**config.mk**
```make
export PLATFORM = sky130hd
export DESIGN_NAME = tcsio_top
export DESIGN_NICKNAME = d
export VERILOG_FILES = /design/src/hw/tcsio_pkg.sv /design/src/hw/tcsio_sync.sv /design/src/hw/tcsio_axil.sv /design/src/hw/tcsio_top.sv
export VERILOG_INCLUDE_DIRS = /design/src /design/src/hw
export SDC_FILE = /design/constraint.sdc
export NUM_CORES = 1
export LEC_CHECK = 0
export BUFFER_PORTS_ARGS = -buffer_cell sky130_fd_sc_hd__buf_2
export CORE_MARGIN = 2
export CORE_UTILIZATION = 50
export CTS_BUF_LIST = sky130_fd_sc_hd__clkbuf_4 sky130_fd_sc_hd__clkbuf_8
export DETAILED_ROUTE_END_ITERATION = 12
export PLACE_DENSITY = 0.66
export SYNTH_ARGS = -nofsm -noshare
export SYNTH_HDL_FRONTEND = slang
export SYNTH_SLANG_ARGS = --single-unit
```
**constraint.sdc**
```tcl
create_clock -name CORE_CLK -period 14.85 [get_ports CORE_CLK]
set_input_delay 2.2275 -clock CORE_CLK [delete_from_list [all_inputs] [get_ports CORE_CLK]]
set_output_delay 2.2275 -clock CORE_CLK [all_outputs]
set_load 0.01 [all_outputs]
```
**src/hw/tcsio_defines.svh**
```systemverilog
`ifndef TCSIO_DEFINES_SVH
`define TCSIO_DEFINES_SVH
// ----------------------------------------
// Timing
// ----------------------------------------
`define TCSIO_CLK_MHZ 200
`define TCSIO_MS_US 1000
`define TCSIO_PASS_MS 200
`define TCSIO_TWO_KEY_MS 500
// ----------------------------------------
// Storage limits
// ----------------------------------------
`define TCSIO_PROG_MAX 100
`define TCSIO_STEP_MAX 100
`define TCSIO_STEP_TOTAL 500
`define TCSIO_BCD_MAX 4'h9
// ----------------------------------------
// Register map and fields
// ----------------------------------------
`define TCSIO_CTRL_ADDR 8'h00
`define TCSIO_HOLD_ADDR 8'h04
`define TCSIO_STATUS_ADDR 8'h08
`define TCSIO_ALLOC_ADDR 8'h0C
`define TCSIO_CAPS_ADDR 8'h10
`define TCSIO_ALLOC_CLR_BIT 31
`define TCSIO_CAPS_VAL 32'h00000005
`define TCSIO_RESP_OKAY 2'h0
`define TCSIO_RESP_DECERR 2'h3
// ----------------------------------------
// Reset values
// ----------------------------------------
`define TCSIO_PIN_RST 15'h7FFE
`define TCSIO_OE_B_RST 7'h5F
`endif

```
**src/hw/tcsio_pkg.sv**
```systemverilog
`include "tcsio_defines.svh"
package tcsio_pkg;
  typedef enum logic [5:0] {
    S_IDLE = 6'h01,
    S_RAMP = 6'h02,
    S_TEST = 6'h04,
    S_PASS = 6'h08,
    S_FAIL = 6'h10,
    S_PROT = 6'h20
  } tcsio_state_type;

  typedef struct packed {
    logic contact;
    logic two_key;
    logic fail_mode;
    logic hold_to_run;
    logic pass_hold;
    logic pass_latch;
  } tcsio_ctrl_type;

  typedef struct packed {
    logic [7:0] sel_n;
    logic select_strobe_n;
    logic start_n;
    logic stop_n;
    logic enable_n;
    logic local_start_n;
    logic local_stop_n;
    logic current_sense;
  } tcsio_pin_in_type;

  typedef struct packed {
    logic ramp_done;
    logic judge_valid;
    logic over_upper;
    logic under_lower;
    logic guard_event;
  } tcsio_meas_type;

  typedef struct packed {
    logic guard_trip_out;
    logic ready;
    logic lower_fail;
    logic upper_fail;
    logic good;
    logic settled;
    logic run_active;
  } tcsio_stat_type;

  typedef struct packed {
    logic awvalid;
    logic [7:0] awaddr;
    logic wvalid;
    logic [31:0] wdata;
    logic [3:0] wstrb;
    logic bready;
    logic arvalid;
    logic [7:0] araddr;
    logic rready;
  } tcsio_axi_req_type;

  typedef struct packed {
    logic awready;
    logic wready;
    logic bvalid;
    logic [1:0] bresp;
    logic arready;
    logic rvalid;
    logic [31:0] rdata;
    logic [1:0] rresp;
  } tcsio_axi_rsp_type;

  typedef struct packed {
    tcsio_state_type state;
    tcsio_ctrl_type ctrl;
    logic [15:0] hold_ms;
    logic [17:0] tick;
    logic [15:0] pass_ms;
    logic [9:0] win_ms;
    logic start_prev;
    logic stop_prev;
    logic strobe_prev;
    logic cur_prev;
    logic upper;
    logic lower;
    logic [`TCSIO_PROG_MAX-1:0][6:0] alloc;
    logic [8:0] total;
    logic refused;
    logic [6:0] prog;
    logic prog_valid;
    logic prog_load;
    logic sel_bad;
    tcsio_stat_type drv;
    tcsio_stat_type oe_b;
  } tcsio_top_st_type;
endpackage : tcsio_pkg

```
**src/hw/tcsio_sync.sv**
```systemverilog
`timescale 1ns/10ps
module tcsio_sync #(
  parameter int W = 1,
  parameter logic [W-1:0] RST_VAL = '0
) (
  input wire logic clk, // Core clock
  input wire logic rst_b, // Async reset
  input wire logic [W-1:0] d, // Pin levels
  output logic [W-1:0] q // Synchronised levels
);
  typedef struct packed {
    logic [W-1:0] s2;
    logic [W-1:0] s1;
  } tcsio_sync_st_type;

  tcsio_sync_st_type st_q;
  tcsio_sync_st_type st_d;

  always_comb begin
    st_d.s1 = d;
    st_d.s2 = st_q.s1;
  end

  // Open inputs idle high from reset onward (see RQ20)
  always_ff @(posedge clk or negedge rst_b) begin
    if (!rst_b) begin
      st_q <= {RST_VAL, RST_VAL};
    end else begin
      st_q <= st_d;
    end
  end

  assign q = st_q.s2;
endmodule : tcsio_sync

```
**src/hw/tcsio_axil.sv**
```systemverilog
`timescale 1ns/10ps
`include "tcsio_defines.svh"
module tcsio_axil (
  input wire logic clk, // Core clock
  input wire logic rst_b, // Async reset
  input wire tcsio_pkg::tcsio_axi_req_type req, // Master channels
  output tcsio_pkg::tcsio_axi_rsp_type rsp, // Slave channels
  output logic wr_en, // Write strobe
  output logic [7:0] wr_addr, // Write address
  output logic [31:0] wr_data, // Write data
  output logic [3:0] wr_strb, // Byte enables
  input wire logic wr_ok, // Address mapped
  output logic [7:0] rd_addr, // Read address
  input wire logic [31:0] rd_data, // Read data
  input wire logic rd_ok // Address mapped
);
  typedef struct packed {
    logic aw_got;
    logic w_got;
    logic [7:0] addr;
    logic [31:0] data;
    logic [3:0] strb;
    tcsio_pkg::tcsio_axi_rsp_type rsp;
  } tcsio_axil_st_type;

  tcsio_axil_st_type q;
  tcsio_axil_st_type d;

  assign wr_en = q.aw_got & q.w_got & ~q.rsp.bvalid;
  assign wr_addr = q.addr;
  assign wr_data = q.data;
  assign wr_strb = q.strb;
  assign rd_addr = req.araddr;
  assign rsp = q.rsp;

  always_comb begin
    d = q;
    if (req.awvalid && q.rsp.awready) begin
      d.aw_got = 1'b1;
      d.addr = req.awaddr;
      d.rsp.awready = 1'b0;
    end
    if (req.wvalid && q.rsp.wready) begin
      d.w_got = 1'b1;
      d.data = req.wdata;
      d.strb = req.wstrb;
      d.rsp.wready = 1'b0;
    end
    if (wr_en) begin
      d.aw_got = 1'b0;
      d.w_got = 1'b0;
      d.rsp.bvalid = 1'b1;
      d.rsp.bresp = wr_ok ? `TCSIO_RESP_OKAY : `TCSIO_RESP_DECERR;
    end
    // Ready stays low until the response is taken: one write at a time
    if (q.rsp.bvalid && req.bready) begin
      d.rsp.bvalid = 1'b0;
      d.rsp.awready = 1'b1;
      d.rsp.wready = 1'b1;
    end
    if (req.arvalid && q.rsp.arready) begin
      d.rsp.arready = 1'b0;
      d.rsp.rvalid = 1'b1;
      d.rsp.rdata = rd_data;
      d.rsp.rresp = rd_ok ? `TCSIO_RESP_OKAY : `TCSIO_RESP_DECERR;
    end
    if (q.rsp.rvalid && req.rready) begin
      d.rsp.rvalid = 1'b0;
      d.rsp.arready = 1'b1;
    end
  end

  always_ff @(posedge clk or negedge rst_b) begin
    if (!rst_b) begin
      q <= '{rsp: '{awready: 1'b1, wready: 1'b1, arready: 1'b1, default: '0}, default: '0};
    end else begin
      q <= d;
    end
  end
endmodule : tcsio_axil

```
**src/hw/tcsio_top.sv**
```systemverilog
// Operation
// [RQ1] Latch mode holds good result for set time
// [RQ2] Hold-to-run: test only while start held
// [RQ3] Fail mode: remote stop cannot clear errors
// [RQ4] Two-key: start within half second of stop
// [RQ5] Contact mode: current flow starts the test
// [RQ6] Select is two BCD digits, active low
// [RQ7] Latch select at strobe rise, recall it
// [RQ8] Run output whole test; settled excludes ramp
// [RQ9] Good result pulses about 0.2 s
// [RQ10] Hold setting keeps good result asserted
// [RQ11] Upper fail output while over-limit failure
// [RQ12] Lower fail output while under-limit failure
// [RQ13] Remote start input begins a test
// [RQ14] Enable input must qualify remote start
// [RQ15] Store up to 100 sequence programs
// [RQ16] Refuse step totals above 500
// [RQ17] Talker supports all but talk-only
// [RQ18] Listener supports all but listen-only
// [RQ19] Control inputs active low, 5 ms minimum
// [RQ20] Open control inputs read inactive high
// [RQ21] Ready output only when idle and startable; the code asserts it whenever the state is idle
// [RQ22] Guard-trip output while guard_trip_out holds
//
// The register addresses and register access over AXI4-Lite were decided locally.
`timescale 1ns/10ps
`include "tcsio_defines.svh"
module tcsio_top #(
  parameter int MS_CYC = `TCSIO_MS_US * `TCSIO_CLK_MHZ
) (
  input wire logic CORE_CLK, // 200 MHz core clock
  input wire logic RST_B, // Async reset
  input wire tcsio_pkg::tcsio_axi_req_type AXI_REQ, // AXI4-Lite master side
  output tcsio_pkg::tcsio_axi_rsp_type AXI_RSP, // AXI4-Lite slave side
  input wire tcsio_pkg::tcsio_pin_in_type PIN_IN, // Control port inputs
  input wire tcsio_pkg::tcsio_meas_type MEAS, // Measurement engine events
  output tcsio_pkg::tcsio_stat_type STAT_O, // Open-drain data, always low
  output tcsio_pkg::tcsio_stat_type STAT_OE_B, // Low pulls pin on
  output logic [6:0] PROG_NUM, // Recalled program number
  output logic PROG_LOAD // Recall pulse
);
  // ----------------------------------------
  // State and helpers
  // ----------------------------------------
  localparam tcsio_pkg::tcsio_top_st_type ST_RST = '{
    state: tcsio_pkg::S_IDLE,
    strobe_prev: 1'b1,
    oe_b: `TCSIO_OE_B_RST,
    default: '0
  };

  tcsio_pkg::tcsio_top_st_type q;
  tcsio_pkg::tcsio_top_st_type d;
  tcsio_pkg::tcsio_pin_in_type pin;

  logic wr_en;
  logic [7:0] wr_addr;
  logic [31:0] wr_data;
  logic [3:0] wr_strb;
  logic wr_ok;
  logic [7:0] rd_addr;
  logic [31:0] rd_data;
  logic rd_ok;
  logic [31:0] ctrl_m;
  logic [31:0] hold_m;
  logic ms_tick;
  logic start_lvl;
  logic start_edge;
  logic start_ok;
  logic stop_local;
  logic stop_remote;
  logic stop_any;
  logic cur_edge;
  logic strobe_rise;
  logic [7:0] sel_v;
  logic sel_ok;
  logic [9:0] new_total;
  logic [6:0] a_idx;
  logic [6:0] a_num;

  function automatic logic [31:0] merge(input logic [31:0] old, input logic [31:0] nw,
                                         input logic [3:0] strb);
    logic [31:0] r;
    r = old;
    for (int i = 0; i < 4; i++) begin
      if (strb[i]) begin
        r[i*8 +: 8] = nw[i*8 +: 8];
      end
    end
    return r;
  endfunction : merge

  function automatic logic mapped(input logic [7:0] a);
    return a == `TCSIO_CTRL_ADDR || a == `TCSIO_HOLD_ADDR || a == `TCSIO_STATUS_ADDR ||
           a == `TCSIO_ALLOC_ADDR || a == `TCSIO_CAPS_ADDR;
  endfunction : mapped

  tcsio_sync #(
    .W($bits(tcsio_pkg::tcsio_pin_in_type)),
    .RST_VAL(`TCSIO_PIN_RST)
  ) u_sync (
    .clk(CORE_CLK),
    .rst_b(RST_B),
    .d(PIN_IN),
    .q(pin)
  );

  tcsio_axil u_axil (
    .clk(CORE_CLK),
    .rst_b(RST_B),
    .req(AXI_REQ),
    .rsp(AXI_RSP),
    .wr_en(wr_en),
    .wr_addr(wr_addr),
    .wr_data(wr_data),
    .wr_strb(wr_strb),
    .wr_ok(wr_ok),
    .rd_addr(rd_addr),
    .rd_data(rd_data),
    .rd_ok(rd_ok)
  );

  // ----------------------------------------
  // Input qualification
  // ----------------------------------------
  assign ms_tick = q.tick == 18'(MS_CYC - 1);
  // Active-low pins; callers hold each for 5 ms, so no filter (see RQ19)
  assign start_lvl = ~pin.local_start_n | (~pin.start_n & ~pin.enable_n); // see RQ13 see RQ14
  assign start_edge = start_lvl & ~q.start_prev;
  assign stop_local = ~pin.local_stop_n;
  assign stop_remote = ~pin.stop_n;
  assign stop_any = stop_local | stop_remote;
  assign start_ok = start_edge & ~stop_any & (~q.ctrl.two_key | (q.win_ms != 10'h000)); // see RQ4
  assign cur_edge = pin.current_sense & ~q.cur_prev;
  assign strobe_rise = pin.select_strobe_n & ~q.strobe_prev;
  assign sel_v = ~pin.sel_n; // see RQ6
  assign sel_ok = sel_v[3:0] <= `TCSIO_BCD_MAX && sel_v[7:4] <= `TCSIO_BCD_MAX;
  assign ctrl_m = merge({26'h0, q.ctrl}, wr_data, wr_strb);
  assign hold_m = merge({16'h0, q.hold_ms}, wr_data, wr_strb);
  assign a_idx = wr_data[6:0];
  assign a_num = wr_data[22:16];
  assign wr_ok = mapped(wr_addr);
  assign rd_ok = mapped(rd_addr);

  always_comb begin
    new_total = 10'h000;
    if (a_idx < 7'(`TCSIO_PROG_MAX)) begin
      new_total = 10'({1'b0, q.total} - {3'h0, q.alloc[a_idx]} + {3'h0, a_num});
    end
  end

  // ----------------------------------------
  // Register reads
  // ----------------------------------------
  always_comb begin
    case (rd_addr)
      `TCSIO_CTRL_ADDR: rd_data = {26'h0, q.ctrl};
      `TCSIO_HOLD_ADDR: rd_data = {16'h0, q.hold_ms};
      `TCSIO_STATUS_ADDR: rd_data = {15'h0, q.sel_bad, q.prog_valid, q.prog, q.lower, q.upper, q.state};
      `TCSIO_ALLOC_ADDR: rd_data = {15'h0, q.refused, 7'h00, q.total};
      `TCSIO_CAPS_ADDR: rd_data = `TCSIO_CAPS_VAL; // see RQ17 see RQ18
      default: rd_data = 32'h00000000;
    endcase
  end

  // ----------------------------------------
  // Sequencer
  // ----------------------------------------
  always_comb begin
    d = q;
    d.prog_load = 1'b0;
    d.tick = ms_tick ? 18'h00000 : 18'(q.tick + 18'h00001);
    d.start_prev = start_lvl;
    d.stop_prev = stop_any;
    d.strobe_prev = pin.select_strobe_n;
    d.cur_prev = pin.current_sense;
    // Window opens at stop release; in two-key mode only a press inside it starts
    if (q.stop_prev && !stop_any) begin
      d.win_ms = 10'(`TCSIO_TWO_KEY_MS); // see RQ4
    end else if (ms_tick && q.win_ms != 10'h000) begin
      d.win_ms = 10'(q.win_ms - 10'h001);
    end
    if (strobe_rise) begin
      if (sel_ok) begin
        d.prog = 7'(sel_v[7:4] * 4'hA + sel_v[3:0]); // see RQ6 see RQ7
        d.prog_valid = 1'b1;
        d.prog_load = 1'b1;
        d.sel_bad = 1'b0;
      end else begin
        d.sel_bad = 1'b1;
      end
    end
    if (wr_en) begin
      case (wr_addr)
        `TCSIO_CTRL_ADDR: d.ctrl = ctrl_m[5:0];
        `TCSIO_HOLD_ADDR: d.hold_ms = hold_m[15:0];
        `TCSIO_ALLOC_ADDR: begin
          if (wr_data[`TCSIO_ALLOC_CLR_BIT]) begin
            d.refused = 1'b0;
          end else if (a_idx < 7'(`TCSIO_PROG_MAX) && a_num <= 7'(`TCSIO_STEP_MAX) &&
                       new_total <= 10'(`TCSIO_STEP_TOTAL)) begin // see RQ15 see RQ16
            d.alloc[a_idx] = a_num;
            d.total = new_total[8:0];
          end else begin
            d.refused = 1'b1; // see RQ16
          end
        end
        default: d.refused = q.refused;
      endcase
    end
    case (q.state)
      tcsio_pkg::S_IDLE: begin
        if (MEAS.guard_event) begin
          d.state = tcsio_pkg::S_PROT;
        end else if (start_ok || (q.ctrl.contact && cur_edge)) begin // see RQ5 see RQ13
          d.state = tcsio_pkg::S_RAMP;
          d.upper = 1'b0;
          d.lower = 1'b0;
        end
      end
      tcsio_pkg::S_RAMP, tcsio_pkg::S_TEST: begin
        if (MEAS.guard_event) begin
          d.state = tcsio_pkg::S_PROT;
        end else if (stop_any || (q.ctrl.hold_to_run && !start_lvl)) begin // see RQ2
          d.state = tcsio_pkg::S_IDLE;
        end else if (q.state == tcsio_pkg::S_RAMP) begin
          if (MEAS.ramp_done) begin
            d.state = tcsio_pkg::S_TEST;
          end
        end else if (MEAS.judge_valid) begin
          d.upper = MEAS.over_upper; // see RQ11
          d.lower = MEAS.under_lower; // see RQ12
          if (MEAS.over_upper || MEAS.under_lower) begin
            d.state = tcsio_pkg::S_FAIL;
          end else begin
            d.state = tcsio_pkg::S_PASS;
            d.pass_ms = q.ctrl.pass_latch ? q.hold_ms : 16'(`TCSIO_PASS_MS); // see RQ1 see RQ9
          end
        end
      end
      tcsio_pkg::S_PASS: begin
        if (MEAS.guard_event) begin
          d.state = tcsio_pkg::S_PROT;
        end else if (stop_any) begin
          d.state = tcsio_pkg::S_IDLE;
        end else if (start_ok) begin
          d.state = tcsio_pkg::S_RAMP;
        end else if (!q.ctrl.pass_hold && ms_tick) begin // see RQ10
          if (q.pass_ms <= 16'h0001) begin
            d.state = tcsio_pkg::S_IDLE; // see RQ9
          end else begin
            d.pass_ms = 16'(q.pass_ms - 16'h0001);
          end
        end
      end
      tcsio_pkg::S_FAIL, tcsio_pkg::S_PROT: begin
        if (MEAS.guard_event) begin
          d.state = tcsio_pkg::S_PROT; // see RQ22
        end else if (stop_local || (stop_remote && !q.ctrl.fail_mode)) begin // see RQ3
          d.state = tcsio_pkg::S_IDLE;
          d.upper = 1'b0;
          d.lower = 1'b0;
        end
      end
      default: d.state = tcsio_pkg::S_IDLE;
    endcase
    // Pins follow the next state so they switch with it, not a cycle late
    d.oe_b.run_active = !(d.state == tcsio_pkg::S_RAMP || d.state == tcsio_pkg::S_TEST); // see RQ8
    d.oe_b.settled = d.state != tcsio_pkg::S_TEST; // see RQ8
    d.oe_b.good = d.state != tcsio_pkg::S_PASS; // see RQ9 see RQ10
    d.oe_b.upper_fail = !(d.state == tcsio_pkg::S_FAIL && d.upper); // see RQ11
    d.oe_b.lower_fail = !(d.state == tcsio_pkg::S_FAIL && d.lower); // see RQ12
    d.oe_b.ready = d.state != tcsio_pkg::S_IDLE; // see RQ21
    d.oe_b.guard_trip_out = d.state != tcsio_pkg::S_PROT; // see RQ22
  end

  always_ff @(posedge CORE_CLK or negedge RST_B) begin
    if (!RST_B) begin
      q <= ST_RST;
    end else begin
      q <= d;
    end
  end

  assign STAT_O = q.drv;
  assign STAT_OE_B = q.oe_b;
  assign PROG_NUM = q.prog;
  assign PROG_LOAD = q.prog_load;
endmodule : tcsio_top

```
==> impl_metrics.csv <==
group,metric,value,unit
power,p_leak,23.16,nW
clock_tree,cts_tree,"built",
die,io-pin-count,142,
sta,rsz0062_at_grt,"false",
synth,syn-cell-area,0.04427,sq mm
die,die_y,301.6,um
cells_and_area,fin_cells,4606,
clock_tree,path_clk_slew,0.06,ns
sta,skew,0.04444,ns
route,vias,28297,
clock_tree,hold_buffers,0,
place,gp_congestion,0.9263,
cells_and_area,regArea,0.02248,sq mm
sta,finalSetupViolations,0,
power,p_per_area,158.5,mW/mm^2
worst_hold_path,hold_depth,0,
global_routing,grt_usage,26.53,%
synth,seq_area_frac_synth,50.70,%
place,port-buffer-count,109,
worst_setup_path,worstPathMaxFanout,50,
place,preCtsSetupSlack,5.626,ns
clock_tree,clockRootBuffer,"clkbuf_8",
cells_and_area,multi_input_area,0.02012,sq mm
synth,synth.distinct_cells,89,
sta,max_freq,104.9,MHz
synth,synthCells,3269,
synth,ys.warnings.count,0,
worst_hold_path,hp-class,"flip-flop to flip-flop",
clock_tree,cts_setup_buffers,0,
cells_and_area,n_fill_cell,7166,
sta,min_period,9.530,ns
synth,yosys-top-cells-area,"dfrtp_1, mux2_2, mux2_4, nand4_4, mux4_2",
route,vias_per_cell,6.144,
clock_tree,clockBufferDepth,3,
global_routing,antenna_found_initial,1,
synth,synthFlopType,"dfrtp_1",
route,firstDrtPassIters,8,
worst_setup_path,cp_slowest_cell,"buf_4",
route,final_antenna_net_count,0,
sta,tightest_slew,1.220,ns
clock_tree,clock_sink_count,895,
cells_and_area,layout_common_cells,"dfrtp_1, mux2_2, clkbuf_8, mux2_4, nand2_1",
clock_tree,cts_resized,0,
sta,relSlewSlack,18.64,%
cells_and_area,final_layout_size_suffix_gt1_share,44.46,%
flow_run,cap_violations,0,
worst_setup_path,max_stage_delay,0.96,ns
place,detailed_place.area,0.04541,sq mm
synth,synth-edff-count,0,
die,num_rows,109,
worst_setup_path,critical_path_required,15.55,ns
sta,hold_viol,0,
global_routing,grt_pass1_wl,183800,um
route,wl,118600,um
status,status,"completed",
cells_and_area,fin_nets,3430,
worst_setup_path,crit_top_cell,"buf_4",
cells_and_area,area_growth,10.04,%
cells_and_area,layout_commonest_cell,"dfrtp_1",
worst_setup_path,crit_chain,"buf_4, buf_4, nor2b_2, buf_4, a221o_1, o21ai_0, a21boi_0, a2111oi_0, nand4_1, fa_1, inv_1, ha_1, a2111oi_0, o21ai_0, a41oi_1, xnor2_1, and3_4, buf_4, nand4_2, mux2_2",
worst_setup_path,rr_worst_depth,20,
place,dpl.hpwl,75540,um
clock_tree,clock_latency,0.84,ns
place,dp_cells,4333,
synth,synth_top_area_cell,"dfrtp_1",
clock_tree,h-tree-depth,4,
worst_setup_path,worstPathArrival,10.23,ns
clock_tree,cts_buffers,152,
route,drc,0,
sta,setup_ws,5.320,ns
worst_setup_path,start_kind,"flip-flop",
sta,fin_tns_setup,0,ns
die,coreArea,0.08810,sq mm
cells_and_area,design_area,0.04871,sq mm
worst_setup_path,endpoint_kind,"flip-flop",
die,start_util,50.25,%
die,die_area,0.09093,sq mm
synth,ys_seq_elements,895,
synth,synth_top_area_share,48.39,%
worst_setup_path,path_class,"flip-flop to flip-flop",
die,die_w,301.6,um
sta,slew_viol_final,0,
synth,async_flop_share,100.0,%
sta,period_share,64.18,%
power,ir_drop,178.1,uV
route,drtIter0Drc,2322,
global_routing,grt_max_degree,167,
global_routing,grt_pass1_vias,29665,
route,wl_per_cell,25.74,um
global_routing,overflow,0,
synth,syn-mean-instance-area,13.54,sq um
==> worst max-delay path, delay by kind of cell (launching register included) <==
kind                       cells  cell delay [ns]
AOI/OAI and AO/OA              7             2.47
DFF                            1             0.80
xor gates and xnor gates       1             0.22
and+or+nand+nor                4             1.73
adders and majority gates      2             0.95
muxes                          1             0.44
buffers and inverters          5             2.54
==> metal layers <==
metal / wire, um / GRT usage (%) / part of all wire [%] / vias up
met1: 49940 / 35.68 / 42 / 14794
met4: 4669 / 11.10 / 3.9 / 0
li1: - / - / - / 12174
met2: 56530 / 42.19 / 48 / 1053
met3: 7440 / 5.180 / 6.3 / 276
met5: 0 / 0 / 0 / -
==> cell type report <==
type,count,area share (%)
repair buffers,180,2.260
well taps,1165,2.992
inverters,67,0.5163
clock inverters,25,0.4957
clock buffers,246,6.270
multi-input cells,2026,41.30
flip-flops and latches,895,46.15
diodes,2,0.01027
==> metrics by stage <==
stage / power, mW / hold WS (ns) / utilization, %
6_report: 7.721 / 0.3506 / 55.29
4_1_cts: 7.734 / 0.3509 / 55.29
3_5_place_dp: 5.358 / 0.3426 / 51.55
5_1_grt: 8.053 / 0.3543 / 55.29
2_1_floorplan: 4.535 / 0.3312 / -
3_3_place_gp: 5.304 / 0.3455 / 51.55
==> sequential cells by signal, indices dropped and copies added, names as in the netlist <==
register        cells
q                 790
u_axil.q            2
u_sync.st_d        15
PROG_NUM            7
u_axil.wr_data     24
u_axil.rsp         24
u_axil.wr_strb      2
PROG_LOAD           1
STAT_OE_B           7
u_sync.q           15
u_axil.wr_addr      8
==> synth_stat cells, drive strengths merged (8+ instances only) <==
cell and count:
and3 16, nand2 122, a22o 18, inv 67, or2 8, o211ai 12, nor2 115, xor2 16
buf 140, a221o 8, mux2i 68, nor4 11, o221ai 9, o22ai 13, fa 9, mux4 64
nor2b 17, o21ai 121, dfstp 39, xnor2 16, nor3 25, ha 20, a221oi 78, nand3 22
dfrtp 856, a21oi 73, nand4 109, and2 11, mux2 826, nand2b 11, a31oi 12, clkbuf 162
a22oi 72
==> worst paths after layout <==
kind	start	end	slack (ns)
worst max register to register	u_axil.wr_data[1]	q[274]	5.32
max in group asynchronous	RST_B	q[567]	10.41
worst min-delay path	u_sync.st_d[20]	u_sync.q[5]	0.35
worst max-delay path	u_axil.wr_data[1]	q[274]	5.32
min in group asynchronous	RST_B	PROG_NUM[2]	1.44
worst min register to register	u_sync.st_d[20]	u_sync.q[5]	0.35
==> power by group <==
| group | internal, mW | switching (mW) | total, mW | leakage (nW) |
|---|---|---|---|---|
| clock | 1.34 | 1.02 | 2.36 | 1.74 |
| sequential | 2.54 | 0.237 | 2.77 | 12.2 |
| combinational | 0.686 | 1.90 | 2.58 | 9.25 |
| total | 4.56 | 3.16 | 7.72 | 23.2 |
==> kinds of logic after synthesis <==
family	share of synthesized area (%)
adder cells (fa/ha/maj)	0.9723
buffers and inverters	4.192
XOR/XNOR	0.6331
AND/OR/NAND/NOR	8.666
multiplexers	27.29
flip-flops	50.70
AO/OA/AOI/OAI	7.538
other	0.008471
No activity file was read; power rests on OpenSTA's default activity.
